===== config.mk =====
export PLATFORM = sky130hd
export DESIGN_NAME = uirq_ctrl
export DESIGN_NICKNAME = d
export VERILOG_FILES = /design/src/logic/uirq_pkg.sv /design/src/logic/uirq_ctrl.sv
export SDC_FILE = /design/constraint.sdc
export NUM_CORES = 1
export LEC_CHECK = 0
export ABC_AREA = 1
export BUFFER_PORTS_ARGS = -buffer_cell sky130_fd_sc_hd__buf_2
export CORE_MARGIN = 2
export CORE_UTILIZATION = 55
export DETAILED_ROUTE_END_ITERATION = 12
export GPL_TIMING_DRIVEN = 0
export PLACE_DENSITY = 0.91
export SLEW_MARGIN = 25
export SYNTH_ARGS = -nofsm -noshare
export SYNTH_HDL_FRONTEND = slang
export SYNTH_SLANG_ARGS = --single-unit

===== constraint.sdc =====
create_clock -name i_ref_clk -period 2.4 [get_ports i_ref_clk]
set_input_delay 0.24 -clock i_ref_clk [delete_from_list [all_inputs] [get_ports i_ref_clk]]
set_output_delay 0.24 -clock i_ref_clk [all_outputs]
set_load 0.02 [all_outputs]

===== src/logic/uirq_pkg.sv =====
// Summary of operation
// Any change of the auto-request status raises the group-2 interrupt output.
// Auto-request status is read-only, byte wide; writes leave it unchanged.
// Firmware reads auto-request status on group-2 interrupt to find the source.
// Writing zero to an auto-request clear bit forces that status bit to zero; here a set-interface event with the endpoint valid in the same cycle keeps it set.
// Endpoint-related status bits are invalid unless endpoint enabled and interface active.
// A one in bus-event mask suppresses that source from the group-0 interrupt.
// Mask registers read back the last byte written; here unused bits (bus 5..3, ep0 7) read back as zero.
// Bus mask bits 7,6,2,1,0: reset, resume/suspend, set, clear, halt; 5..3 zero.
// A one in control-endpoint mask suppresses that source from group-0 interrupt.
// Ep0 mask bits 6..0: in, in data, out data, success, stall, protect, decode.
// All mask bits reset to zero, every source unmasked.
// Clear registers are write-only and always read as all ones.
// Writing zero clears a source; clear bit self-returns to one; one does nothing.
// Auto-request bit 5 sets when hardware processes a set-interface request.
// Masked sources are still recorded; masking only gates the interrupt output.
package uirq_pkg;
    localparam logic [15:0] ADDR_STATUS_AUTO = 16'hff2b;
    localparam logic [15:0] ADDR_MASK_BUS = 16'hff37;
    localparam logic [15:0] ADDR_MASK_EP0 = 16'hff38;
    localparam logic [15:0] ADDR_STATUS_BUS = 16'hff28;
    localparam logic [15:0] ADDR_STATUS_EP0 = 16'hff29;
    localparam logic [15:0] ADDR_CLEAR_BUS = 16'hff4a;
    localparam logic [15:0] ADDR_CLEAR_EP0 = 16'hff4b;
    localparam logic [15:0] ADDR_CLEAR_AUTO = 16'hff4e;
    localparam logic [15:0] ADDR_EP_ENABLE = 16'hff50;
    localparam logic [7:0] BITS_BUS = 8'hc7;
    localparam logic [7:0] BITS_EP0 = 8'h7f;
    localparam logic [7:0] BITS_AUTO = 8'h20;
    localparam logic [7:0] BITS_EP_ENABLE = 8'h01;
    localparam logic [7:0] RST_REG = 8'h00;
    localparam logic [7:0] CLEAR_READ = 8'hff;
    localparam logic [7:0] UNMAPPED_READ = 8'h00;
    localparam int AUTO_SETIF_BIT = 5;

    typedef struct packed {
        logic [15:0] addr;
        logic [7:0] wdata;
        logic wr;
        logic rd;
    } uirq_req_t;

    typedef struct packed {
        logic [7:0] bus;
        logic [7:0] ep0;
        logic auto_setif;
    } uirq_evt_t;
endpackage


===== src/logic/uirq_ctrl.sv =====
`timescale 1ns/100ps
`default_nettype none
module uirq_ctrl (
    input wire logic i_ref_clk,
    input wire logic i_arst_n,
    input wire uirq_pkg::uirq_req_t i_req,
    input wire uirq_pkg::uirq_evt_t i_evt,
    input wire logic i_if_active,
    output logic [7:0] o_rdata,
    output logic o_irq_group0,
    output logic o_irq_group2
);
    logic [7:0] st_bus_q, st_bus_d;
    logic [7:0] st_ep0_q, st_ep0_d;
    logic [7:0] st_auto_q, st_auto_d;
    logic [7:0] m_bus_q;
    logic [7:0] m_ep0_q;
    logic [7:0] ep_en_q;
    logic ep_valid;
    logic [7:0] clr_bus, clr_ep0, clr_auto, set_auto;

    function automatic logic hit(input uirq_pkg::uirq_req_t r, input logic [15:0] a);
        hit = r.wr && (r.addr == a);
    endfunction

    // Zero bits of a clear write; a one has no effect
    function automatic logic [7:0] clr_of(input uirq_pkg::uirq_req_t r, input logic [15:0] a,
        input logic [7:0] bits);
        clr_of = hit(r, a) ? (~r.wdata & bits) : 8'h00;
    endfunction

    assign ep_valid = ep_en_q[0] && i_if_active;
    // clear zero bits
    assign clr_bus = clr_of(i_req, uirq_pkg::ADDR_CLEAR_BUS, uirq_pkg::BITS_BUS);
    assign clr_ep0 = clr_of(i_req, uirq_pkg::ADDR_CLEAR_EP0, uirq_pkg::BITS_EP0);
    assign clr_auto = clr_of(i_req, uirq_pkg::ADDR_CLEAR_AUTO, uirq_pkg::BITS_AUTO);
    // auto set-interface event
    // gated by endpoint validity
    assign set_auto = (i_evt.auto_setif && ep_valid) ? uirq_pkg::BITS_AUTO : 8'h00;

    // record regardless of mask
    // Set beats a simultaneous clear so no event is lost
    assign st_bus_d = ((st_bus_q & ~clr_bus) | i_evt.bus) & uirq_pkg::BITS_BUS;
    assign st_ep0_d = ((st_ep0_q & ~clr_ep0) | i_evt.ep0) & uirq_pkg::BITS_EP0;
    // clear zeroes bit 5 unless set_auto fires in the same cycle
    // no write path to status
    assign st_auto_d = ((st_auto_q & ~clr_auto) | set_auto) & uirq_pkg::BITS_AUTO;

    always_ff @(posedge i_ref_clk or negedge i_arst_n) begin
        if (!i_arst_n) begin
            st_bus_q <= uirq_pkg::RST_REG;
            st_ep0_q <= uirq_pkg::RST_REG;
            st_auto_q <= uirq_pkg::RST_REG;
        end else begin
            st_bus_q <= st_bus_d;
            st_ep0_q <= st_ep0_d;
            st_auto_q <= st_auto_d;
        end
    end

    // masks reset unmasked
    always_ff @(posedge i_ref_clk or negedge i_arst_n) begin
        if (!i_arst_n) begin
            m_bus_q <= uirq_pkg::RST_REG;
            m_ep0_q <= uirq_pkg::RST_REG;
            ep_en_q <= uirq_pkg::RST_REG;
        end else begin
            // byte-wide mask writes
            // unused bus bits held zero
            if (hit(i_req, uirq_pkg::ADDR_MASK_BUS)) begin
                m_bus_q <= i_req.wdata & uirq_pkg::BITS_BUS;
            end
            // bit 7 held zero
            if (hit(i_req, uirq_pkg::ADDR_MASK_EP0)) begin
                m_ep0_q <= i_req.wdata & uirq_pkg::BITS_EP0;
            end
            if (hit(i_req, uirq_pkg::ADDR_EP_ENABLE)) begin
                ep_en_q <= i_req.wdata & uirq_pkg::BITS_EP_ENABLE;
            end
        end
    end

    // Registered outputs; group-0 interrupt lags status by one cycle, group 2 rises with it
    always_ff @(posedge i_ref_clk or negedge i_arst_n) begin
        if (!i_arst_n) begin
            o_irq_group0 <= 1'b0;
            o_irq_group2 <= 1'b0;
        end else begin
            // bus mask gates group 0
            // ep0 mask gates group 0
            o_irq_group0 <= |(st_bus_q & ~m_bus_q) || |(st_ep0_q & ~m_ep0_q);
            // change or pending raises group 2
            o_irq_group2 <= (st_auto_d != st_auto_q) || (st_auto_q != 8'h00);
        end
    end

    always_ff @(posedge i_ref_clk or negedge i_arst_n) begin
        if (!i_arst_n) begin
            o_rdata <= uirq_pkg::RST_REG;
        end else if (i_req.rd) begin
            unique case (i_req.addr)
                uirq_pkg::ADDR_STATUS_AUTO: o_rdata <= st_auto_q;
                uirq_pkg::ADDR_STATUS_BUS: o_rdata <= st_bus_q;
                uirq_pkg::ADDR_STATUS_EP0: o_rdata <= st_ep0_q;
                uirq_pkg::ADDR_MASK_BUS: o_rdata <= m_bus_q;
                uirq_pkg::ADDR_MASK_EP0: o_rdata <= m_ep0_q;
                uirq_pkg::ADDR_EP_ENABLE: o_rdata <= ep_en_q;
                // clear registers read ones
                uirq_pkg::ADDR_CLEAR_BUS,
                uirq_pkg::ADDR_CLEAR_EP0,
                uirq_pkg::ADDR_CLEAR_AUTO: o_rdata <= uirq_pkg::CLEAR_READ;
                default: o_rdata <= uirq_pkg::UNMAPPED_READ;
            endcase
        end else begin
            o_rdata <= uirq_pkg::RST_REG;
        end
    end
endmodule
`default_nettype wire


== Word-level counts from Yosys, hierarchy flattened ==
Index checks and enable logic that the tools add are counted.
Storage, ports and cells
  bits in registers: 36
  input bits: 46
  output and inout bits: 10
  logic and storage cells: 52
Cells by class
  equal/unequal tests: 10
  multiplexer cells: 6
  bitwise gates (word level): 14
  reductions and logical operators: 13
Operators by type and width (count)
  $eq A16 B16 Y1 const B: 9
  $pmux W8 S7: 1
  $not A8 Y8: 3
  $and A8 B8 Y8: 2
  $mux W8: 2
  $reduce_or A8 Y1: 2
  $mux W6: 2
  $and A7 B8 Y8: 1
  $logic_and A1 B1 Y1: 8
  $not A7 Y8: 1
  $or A8 B8 Y8: 1
  $and A7 B7 Y7: 1
  $mux W7: 1
  $not A7 Y7: 1
  $or A7 B7 Y7: 1
  $and A6 B6 Y6: 1
  $not A6 Y6: 1
  $or A6 B6 Y6: 1
  $reduce_or A3 Y1: 1
  $logic_or A1 B1 Y1: 2
  $ne A1 B1 Y1: 1

== Depth between registers and ports, before layout ==
Gate-level depths: netlist (run 1).
  depth in word-level cells: 8
  mapped depth: 9
  depth with buffers taken out: 9

== Least setup slack after synthesis (run 1) ==
No wires, ideal clock.
  path kind: input -> register
  start: in i_req[21] (netlist name)
  end: reg st_bus_q[0]
  library setup time: 0.116 ns
  data arrival time: 1.013 ns
  required time: 2.284 ns
  slack: 1.271 ns
  cell stages on the path: 9
  path buffers: 0
  cell sequence: nand2_1 -> inv_1 -> nand2_1 -> nor2_8 -> nand4_1 -> nor2_2 -> nand2_1 -> nand2_1 -> nand2_1
On the way
  cells in the longest elaborated chain, start to end: 6
Ends and longest elaborated chain
  from (decl): line uirq_ctrl.sv:6  | input wire uirq_pkg::uirq_req_t i_req,
  $eq A16 B16 Y1: line uirq_ctrl.sv:23  | hit = r.wr && (r.addr == a);
  $logic_and A1 B1 Y1: line uirq_ctrl.sv:23
  $mux W8: line uirq_ctrl.sv:29  | clr_of = hit(r, a) ? (~r.wdata & bits) : 8'h00;
  $not A8 Y8: line uirq_ctrl.sv:43  | assign st_bus_d = ((st_bus_q & ~clr_bus) | i_evt.bus) & uirq_pkg::BITS_BUS;
  $and A8 B8 Y8: line uirq_ctrl.sv:43
  $or A8 B8 Y8: line uirq_ctrl.sv:43
  net st_bus_d[0]: line uirq_ctrl.sv:13  | logic [7:0] st_bus_q, st_bus_d;
  to (signal assigned): line uirq_ctrl.sv:51  | st_bus_q <= uirq_pkg::RST_REG;
  to (signal assigned): line uirq_ctrl.sv:55  | st_bus_q <= st_bus_d;
  to (decl): line uirq_ctrl.sv:13
The timed path passes the listed nets, and every way through them passes these cells.
A chain may end at the register's enable or synchronous reset.

== Final worst setup path (run 1) ==
  start: in i_req[17] (netlist name)
  end: reg o_rdata[3]
On the way
  cells in the longest elaborated chain, start to end: 4
  elaborated cells between the ends (all ways): 12
  those cells by class: 9 x eq/ne; 2 x mux; 1 x reduce/logical
Ends and longest elaborated chain
  $eq A16 B16 Y1: line uirq_ctrl.sv:101  | unique case (i_req.addr)
  $reduce_or A3 Y1: line uirq_ctrl.sv:101
  $pmux W8 S7 (*): line uirq_ctrl.sv:101
  $mux W8 (*): line uirq_ctrl.sv:100  | end else if (i_req.rd) begin
  to (signal assigned): line uirq_ctrl.sv:99  | o_rdata <= uirq_pkg::RST_REG;
  to (signal assigned): line uirq_ctrl.sv:102  | uirq_pkg::ADDR_STATUS_AUTO: o_rdata <= st_auto_q;
  to (signal assigned): line uirq_ctrl.sv:103  | uirq_pkg::ADDR_STATUS_BUS: o_rdata <= st_bus_q;
  to (decl): line uirq_ctrl.sv:9  | output logic [7:0] o_rdata,
Mark *: on every way between the ends. The rest lies on a longest branch, timed or not.

==> results of run 1 <==
## report_power, final
part / internal, mW / switching [mW] / leakage (nW) / total, mW
Clock: 0.144 / 0.191 / 0.0326 / 0.335
Combinational: 0.0355 / 0.0530 / 0.849 / 0.0885
Sequential: 0.606 / 0.0000685 / 0.404 / 0.606
## cells in the mapped netlist
cell type  instances
o21ai_1           11
nand3_4            1
nor2_8             2
inv_1             38
a221oi_1           1
buf_2              1
o21bai_1           6
clkinv_1           1
nand4_1            4
nand3_1           24
o22ai_1            4
nand2_1           52
dfrtp_1           36
nor2_2             5
nor2_4             2
nand2_4            2
a211oi_1           1
nor3_1             9
buf_6              2
inv_2              3
a21o_1             1
a21oi_1            6
nand2_2            3
o21ai_0            5
nor2_1            29
## final cells by class
| class | count | area, um2 | area share [%] |
|---|---|---|---|
| inverters | 42 | 157.7 | 6.800 |
| clock buffers | 8 | 58.81 | 2.536 |
| flip-flops and latches | 36 | 900.9 | 38.86 |
| repair buffers | 52 | 265.3 | 11.44 |
| multi-input cells | 168 | 850.8 | 36.70 |
| well taps | 46 | 57.56 | 2.482 |
| plain buffers | 3 | 27.53 | 1.187 |
## metal layers
| metal | vias to the layer above | global-route usage, % | routed length [um] |
|---|---|---|---|
| met2 | 64 | 40.26 | 2124 |
| met1 | 822 | 30.59 | 1854 |
| met4 | 0 | 11.68 | 76 |
| met5 | - | 0 | 0 |
| li1 | 915 | - | - |
| met3 | 10 | 3.750 | 245 |
## cell families (layout without fill, tap and decap cells)
| kind of cell | Yosys count | count (layout) |
|---|---|---|
| DFF | 36 | 36 |
| and+or+nand+nor | 133 | 133 |
| buffers and inverters | 45 | 105 |
| AOI/OAI and AO/OA | 35 | 35 |
## path summary, 6_finish.rpt
path	endpoint	slack [ps]
setup / recovery	o_rdata[3]$_DFF_PN0_	1270
hold / removal	st_bus_q[6]$_DFF_PN0_	70
setup reg to reg	o_irq_group0$_DFF_PN0_	1290
hold reg to reg	st_bus_q[6]$_DFF_PN0_	480
max in group asynchronous	st_bus_q[7]$_DFF_PN0_	1410
min in group asynchronous	o_rdata[0]$_DFF_PN0_	500
## stage by stage
stage | setup slack [ps] | util (%) | instances
floorplan | 1271 | - | 249
global placement | 1002 | 66.89 | 346
detailed placement | 977.6 | 66.89 | 346
CTS | 1282 | 68.94 | 355
global route | 1190 | 68.94 | 355
finish | 1265 | 68.94 | 355
## repair_timing
action | 4_1_cts | 5_1_grt
hold endpoints to repair | 36 | 0
setup endpoints to repair | 0 | 0
hold buffers | 1 | 0
## worst min-delay path, cell delays in order
cell and delay, ps:
buf_2 70, inv_1 30, nand2_1 50
## flip-flops by register name, summed over array words and instances, names as in the netlist
name	flops
o_rdata	8
m_ep0_q	7
st_ep0_q	7
m_bus_q	5
st_bus_q	5
ep_en_q	1
o_irq_group0	1
o_irq_group2	1
st_auto_q	1
## cell usage in the layout, fill, tap and decap left out
cell type      Yosys  routed
a211oi_1           1       1
a21o_1             1       1
a21oi_1            6       6
a221oi_1           1       1
buf_2              1      52
buf_6              2       2
clkbuf_1           0       2
clkbuf_4           0       5
clkbuf_8           0       1
clkinv_1           1       1
dfrtp_1           36      36
dlygate4sd3_1      0       1
inv_1             38      38
inv_2              3       3
nand2_1           52      52
nand2_2            3       3
nand2_4            2       2
nand3_1           24      24
nand3_4            1       1
nand4_1            4       4
nor2_1            29      29
nor2_2             5       5
nor2_4             2       2
nor2_8             2       2
nor3_1             9       9
o21ai_0            5       5
o21ai_1           11      11
o21bai_1           6       6
o22ai_1            4       4
==> metrics.csv, run 1 <==
stage,metric,value,unit
timing,max_slew_margin,48.53,%
critical_path,critPathKind,input pin to flip-flop,
synthesis,synth_cell_types,25,
placement,dp_hpwl,3.314,mm
synthesis,synth.area.top_cells,"dfrtp_1 47%, nand2_1 10%, inv_1 7.4%",
placement,placement.cell_area,2250,um2
synthesis,synthMuxAreaShare,0,%
die,core.rowCount,21,
routing,via_count,1811,
worst_hold_path,min_path_type,input pin to flip-flop,
clock_tree,cts.sinks,36,
power_and_ir_drop,powerDensity,444.4,nW/um2
critical_path,path_delay_family,simple AND/OR/NAND/NOR gates,
clock_tree,numCtsBuffers,5,
die,num_io_pins,56,
routing,wl_per_cell,12.12,um
routing,firstDrtPassIters,4,
critical_path,crit_fanout,6,
routing,drt_iter0_drc,105,
clock_tree,clk_pin_slew,100,ps
die,die_w,63.34,um
critical_path,cp-startpoint,i_req[17],
cells_and_area,fill_cells,313,
synthesis,synth_top_cell_by_area,dfrtp_1,
synthesis,synth-compound-area-share,10.53,%
synthesis,yosys.area_share.simple,33.40,%
cells_and_area,synthToLayoutAreaGrowth,19.70,%
timing,skew,9.383,ps
worst_hold_path,min-delay-start,i_evt[15],
timing,finalSetupTns,0,ps
timing,fin_hold_ws,72.78,ps
global_route,grt_pass1_wl,7.410,mm
synthesis,ys_ff_latch,36,
global_route,grt_usage,24.14,%
critical_path,r2r_cells,4,
routing,drt-vias-per-instance,5.101,
timing,worst_pin_slew,772.1,ps
die,dieHeight,63.34,um
cells_and_area,fin_area,2318,um2
global_route,antenna_found_initial,0,
global_route,grt_max_degree,37,
die,coreArea,3363,um2
routing,drc,0,
critical_path,timing.rr.start,st_bus_q[6]$_DFF_PN0_,
routing,ant_nets,0,
cells_and_area,antenna_cells,0,
synthesis,syn_area_per_cell,7.779,um2
synthesis,yosys.area_share.adder,0,%
timing,fmax,0.8811,GHz
clock_tree,clock-root-buffer,clkbuf_4,
worst_hold_path,hold_depth,3,
global_route,globalRouteOverflowTotal,0,
critical_path,worstPathArrival,1410,ps
synthesis,postSynthNetCount,295,
power_and_ir_drop,power,1.030,mW
clock_tree,cts_tree,done,
critical_path,start_kind,input pin,
synthesis,yosys.area_share.xor_xnor,0,%
critical_path,path_buf_inv,1,
critical_path,worst_setup_path_end_kind,flip-flop,
flow_run,maxCapViolCount,0,
synthesis,yosysTopAreaCellShare,46.51,%
placement,gp_congestion,0.9153,
critical_path,cp.required,2670,ps
timing,layout_min_cycle_time,1135,ps
cells_and_area,drive_gt1_share,25.24,%
routing,wirelength,4.301,mm
timing,period_share,47.29,%
critical_path,cp.depth,8,
timing,finalHoldViolCount,0,
die,dieArea,4012,um2
placement,port_buffers,51,
clock_tree,cts_resized,0,
clock_tree,cts_max_path_buffers,2,
cells_and_area,nets,354,
status,status,completed,
clock_tree,post_cts_buffers,0,
synthesis,synthCells,249,
synthesis,ys_warn_count,0,
timing,final_max_slew_viol_count,0,
global_route,grt_pass1_vias,1712,
critical_path,crit_top_cell,nor2_1,
timing,setup_viol,0,
die,start_util,57.59,%
timing,rsz0062_at_grt,false,
power_and_ir_drop,p_leak,1.285,nW
critical_path,cpPeakStageDelay,290,ps
synthesis,synth_top_family_by_area,simple AND/OR/NAND/NOR gates,
synthesis,seq_area_frac_synth,46.51,%
synthesis,syn_area,1937,um2
clock_tree,clock_latency,340,ps
critical_path,path_cells,buf_2 > nor2_1 > nand3_1 > nor2_2 > nand2_1 > nor2_1 > nor3_1 > nor2_1,
critical_path,cp_slowest_cell,nor2_2,
clock_tree,cts_max_level,2,
power_and_ir_drop,irDropWorstVdd,0.0002810,V
No activity file was read; power rests on OpenSTA's default activity.
==> inputs of run 2 (changes only) <==
--- a/config.mk
+++ b/config.mk
@@ -8,10 +8,10 @@
 export ABC_AREA = 1
 export BUFFER_PORTS_ARGS = -buffer_cell sky130_fd_sc_hd__buf_2
 export CORE_MARGIN = 2
-export CORE_UTILIZATION = 55
+export CORE_UTILIZATION = 51
 export DETAILED_ROUTE_END_ITERATION = 12
 export GPL_TIMING_DRIVEN = 0
-export PLACE_DENSITY = 0.91
+export PLACE_DENSITY = 0.86
 export SLEW_MARGIN = 25
 export SYNTH_ARGS = -nofsm -noshare
 export SYNTH_HDL_FRONTEND = slang
==> constraint.sdc (replaced) <==
create_clock -name i_ref_clk -period 1.17 [get_ports i_ref_clk]
set_input_delay 0.117 -clock i_ref_clk [delete_from_list [all_inputs] [get_ports i_ref_clk]]
set_output_delay 0.117 -clock i_ref_clk [all_outputs]
set_load 0.02 [all_outputs]
==> run 2 against run 1 <==
Compared with the run above: routed wire length up 0.84%; clock skew shrank 3.8 ps; via count increased by 1.6%; core utilization is 4.5 points lower; clock power grew to 2.6 times the previous value; die area increased by 7.3%; clock-buffer cell count unchanged; critical path depth fell by 4; highest routed layer unchanged.
==> metrics.csv, run 2 (same netlist as run 1, synthesis figures left out) <==
stage,metric,value,unit,change
die,num_io_pins,56,,unchanged
cells_and_area,top_regs,"o_rdata: 8 flops, m_ep0_q: 7 flops, st_ep0_q: 7 flops",,
critical_path,crit_fanout,2,,-4
critical_path,cp_slowest_cell,dfrtp_1,,
global_route,globalRouteOverflowTotal,0,,unchanged
cells_and_area,nets,354,,unchanged
critical_path,critPathKind,flip-flop to flip-flop,,
clock_tree,numCtsBuffers,5,,unchanged
global_route,grt_pass1_vias,1710,,-0.12%
timing,period_share,88.81,%,
worst_hold_path,min_path_type,input pin to flip-flop,,
placement,port_buffers,51,,unchanged
placement,gp_congestion,0.9088,,-0.71%
cells_and_area,fin_area,2357,um2,+1.7%
routing,wl_per_cell,12.15,um,+0.27%
die,dieArea,4307,um2,+7.3%
status,status,completed,,
clock_tree,cts_max_path_buffers,2,,unchanged
global_route,grt_max_degree,37,,unchanged
critical_path,worstPathArrival,1190,ps,-220 ps
clock_tree,clk_pin_slew,60,ps,-40 ps
timing,rsz0062_at_grt,false,,
clock_tree,clock-root-buffer,clkbuf_8,,
die,start_util,52.91,%,-4.7 points
placement,dp_hpwl,3.302,mm,-0.36%
power_and_ir_drop,p_leak,1.299,nW,+1.0%
power_and_ir_drop,powerDensity,980.6,nW/um2,+120%
global_route,antenna_found_initial,0,,unchanged
die,core.rowCount,22,,+4.8%
cells_and_area,fin_util,64.39,%,-4.5 points
die,die_w,65.63,um,+3.6%
timing,max_slew_margin,49.47,%,+0.94 points
cells_and_area,top_register,o_rdata,,
cells_and_area,drive_gt1_share,25.24,%,unchanged
routing,via_count,1840,,+1.6%
critical_path,worst_setup_path_end_kind,flip-flop,,
cells_and_area,antenna_cells,0,,unchanged
cells_and_area,synthToLayoutAreaGrowth,21.71,%,
critical_path,path_cells,inv_1 > o22ai_1 > a221oi_1 > nand3_1,,
clock_tree,cts_max_level,2,,unchanged
critical_path,cpPeakStageDelay,380,ps,+90 ps
routing,ant_nets,0,,unchanged
routing,drc,0,,unchanged
clock_tree,clock_latency,290,ps,-50 ps
timing,finalHoldViolCount,0,,unchanged
clock_tree,cts.sinks,36,,unchanged
global_route,grt_usage,22.99,%,-1.1 points
die,coreArea,3661,um2,+8.9%
timing,setup_viol,0,,unchanged
timing,fmax,0.9624,GHz,
routing,drt-vias-per-instance,5.154,,+1.0%
routing,wirelength,4.337,mm,+0.84%
flow_run,maxCapViolCount,0,,unchanged
power_and_ir_drop,irDropWorstVdd,0.0006647,V,+140%
routing,firstDrtPassIters,4,,unchanged
critical_path,start_kind,flip-flop,,
timing,worst_pin_slew,757.9,ps,-14.16 ps
power_and_ir_drop,power,2.312,mW,+120%
timing,skew,5.574,ps,-3.809 ps
cells_and_area,largest_reg_flops,8,,unchanged
timing,layout_min_cycle_time,1039,ps,
routing,drt_iter0_drc,139,,+32%
timing,final_max_slew_viol_count,0,,unchanged
placement,placement.cell_area,2252,um2,+0.11%
cells_and_area,final_cell_mix,"52 x nand2_1, 52 x buf_2, 38 x inv_1",,
critical_path,cp.required,1320,ps,-1350 ps
die,dieHeight,65.63,um,+3.6%
clock_tree,cts_tree,done,,
global_route,grt_pass1_wl,7.417,mm,about the same
-- run 2: cell count changes in the layout (fill, tap and decap cells not counted) --
cell and change:
nor2_4 +1, clkbuf_4 -5, clkbuf_8 +5, nor2_2 -1
-- run 2: per-layer routing --
layer | share of wire, % | GRT usage (%) | vias up
met5 | 0 | 0 | -
li1 | - | - | 912
met1 | 43 | 29.83 | 834
met2 | 47 | 35.35 | 86
met3 | 8.0 | 6.849 | 8
met4 | 1.8 | 10.42 | 0
-- run 2: critical path: cells and delay by family, from the launching register on --
kind / cells / cell delay [ps]
compound gates: 2 / 310
buf+inv: 1 / 90
flops: 1 / 380
simple gates: 1 / 120
-- run 2: cell type report --
type / instances / area (um2)
timing repair buffer: 52 / 265.3
sequential: 36 / 900.9
inverter: 42 / 157.7
fill: 319 / 1304
buffer: 3 / 27.53
clock buffer: 8 / 90.09
tap: 48 / 60.06
multi-input combinational: 168 / 855.8
-- run 2: path summary, 6_finish.rpt --
check	startpoint	endpoint	slack, ps	depth (start not counted)
max	st_bus_q[6]$_DFF_PN0_	o_irq_group0$_DFF_PN0_	130	4
min	i_evt[10]	st_bus_q[1]$_DFF_PN0_	5	3
max reg2reg	st_bus_q[6]$_DFF_PN0_	o_irq_group0$_DFF_PN0_	130	4
min reg2reg	st_bus_q[6]$_DFF_PN0_	st_bus_q[6]$_DFF_PN0_	470	2
max in group asynchronous	i_arst_n	ep_en_q[0]$_DFFE_PN0P_	260	2
min in group asynchronous	i_arst_n	o_rdata[4]$_DFF_PN0_	430	2
-- run 2: repair_timing --
item / CTS / global route
buffers inserted: 0 / 0
gates resized for setup: 0 / 1
hold endpoints to repair: 36 / 0
hold buffers: 1 / 0
setup endpoints to repair: 0 / 1
-- run 2: stage by stage --
step | worst slack [ps] | TNS, ps | std cells | hold slack (ps)
after CTS | 138.8 | 0 | 357 | 3.850
final | 130.9 | 0 | 357 | 5.235
after global routing | 9.270 | 0 | 357 | 9.170
after floorplan | 163.7 | 0 | 249 | -178.6
after detailed placement | -120.9 | -2169 | 348 | 233.2
after global placement | -97.70 | -1505 | 348 | 234.2
-- run 2: report_power, final --
part | switching, mW | total, mW | internal [mW]
Clock | 0.406 | 0.885 | 0.479
Combinational | 0.109 | 0.181 | 0.0729
Sequential | 0.000145 | 1.25 | 1.25
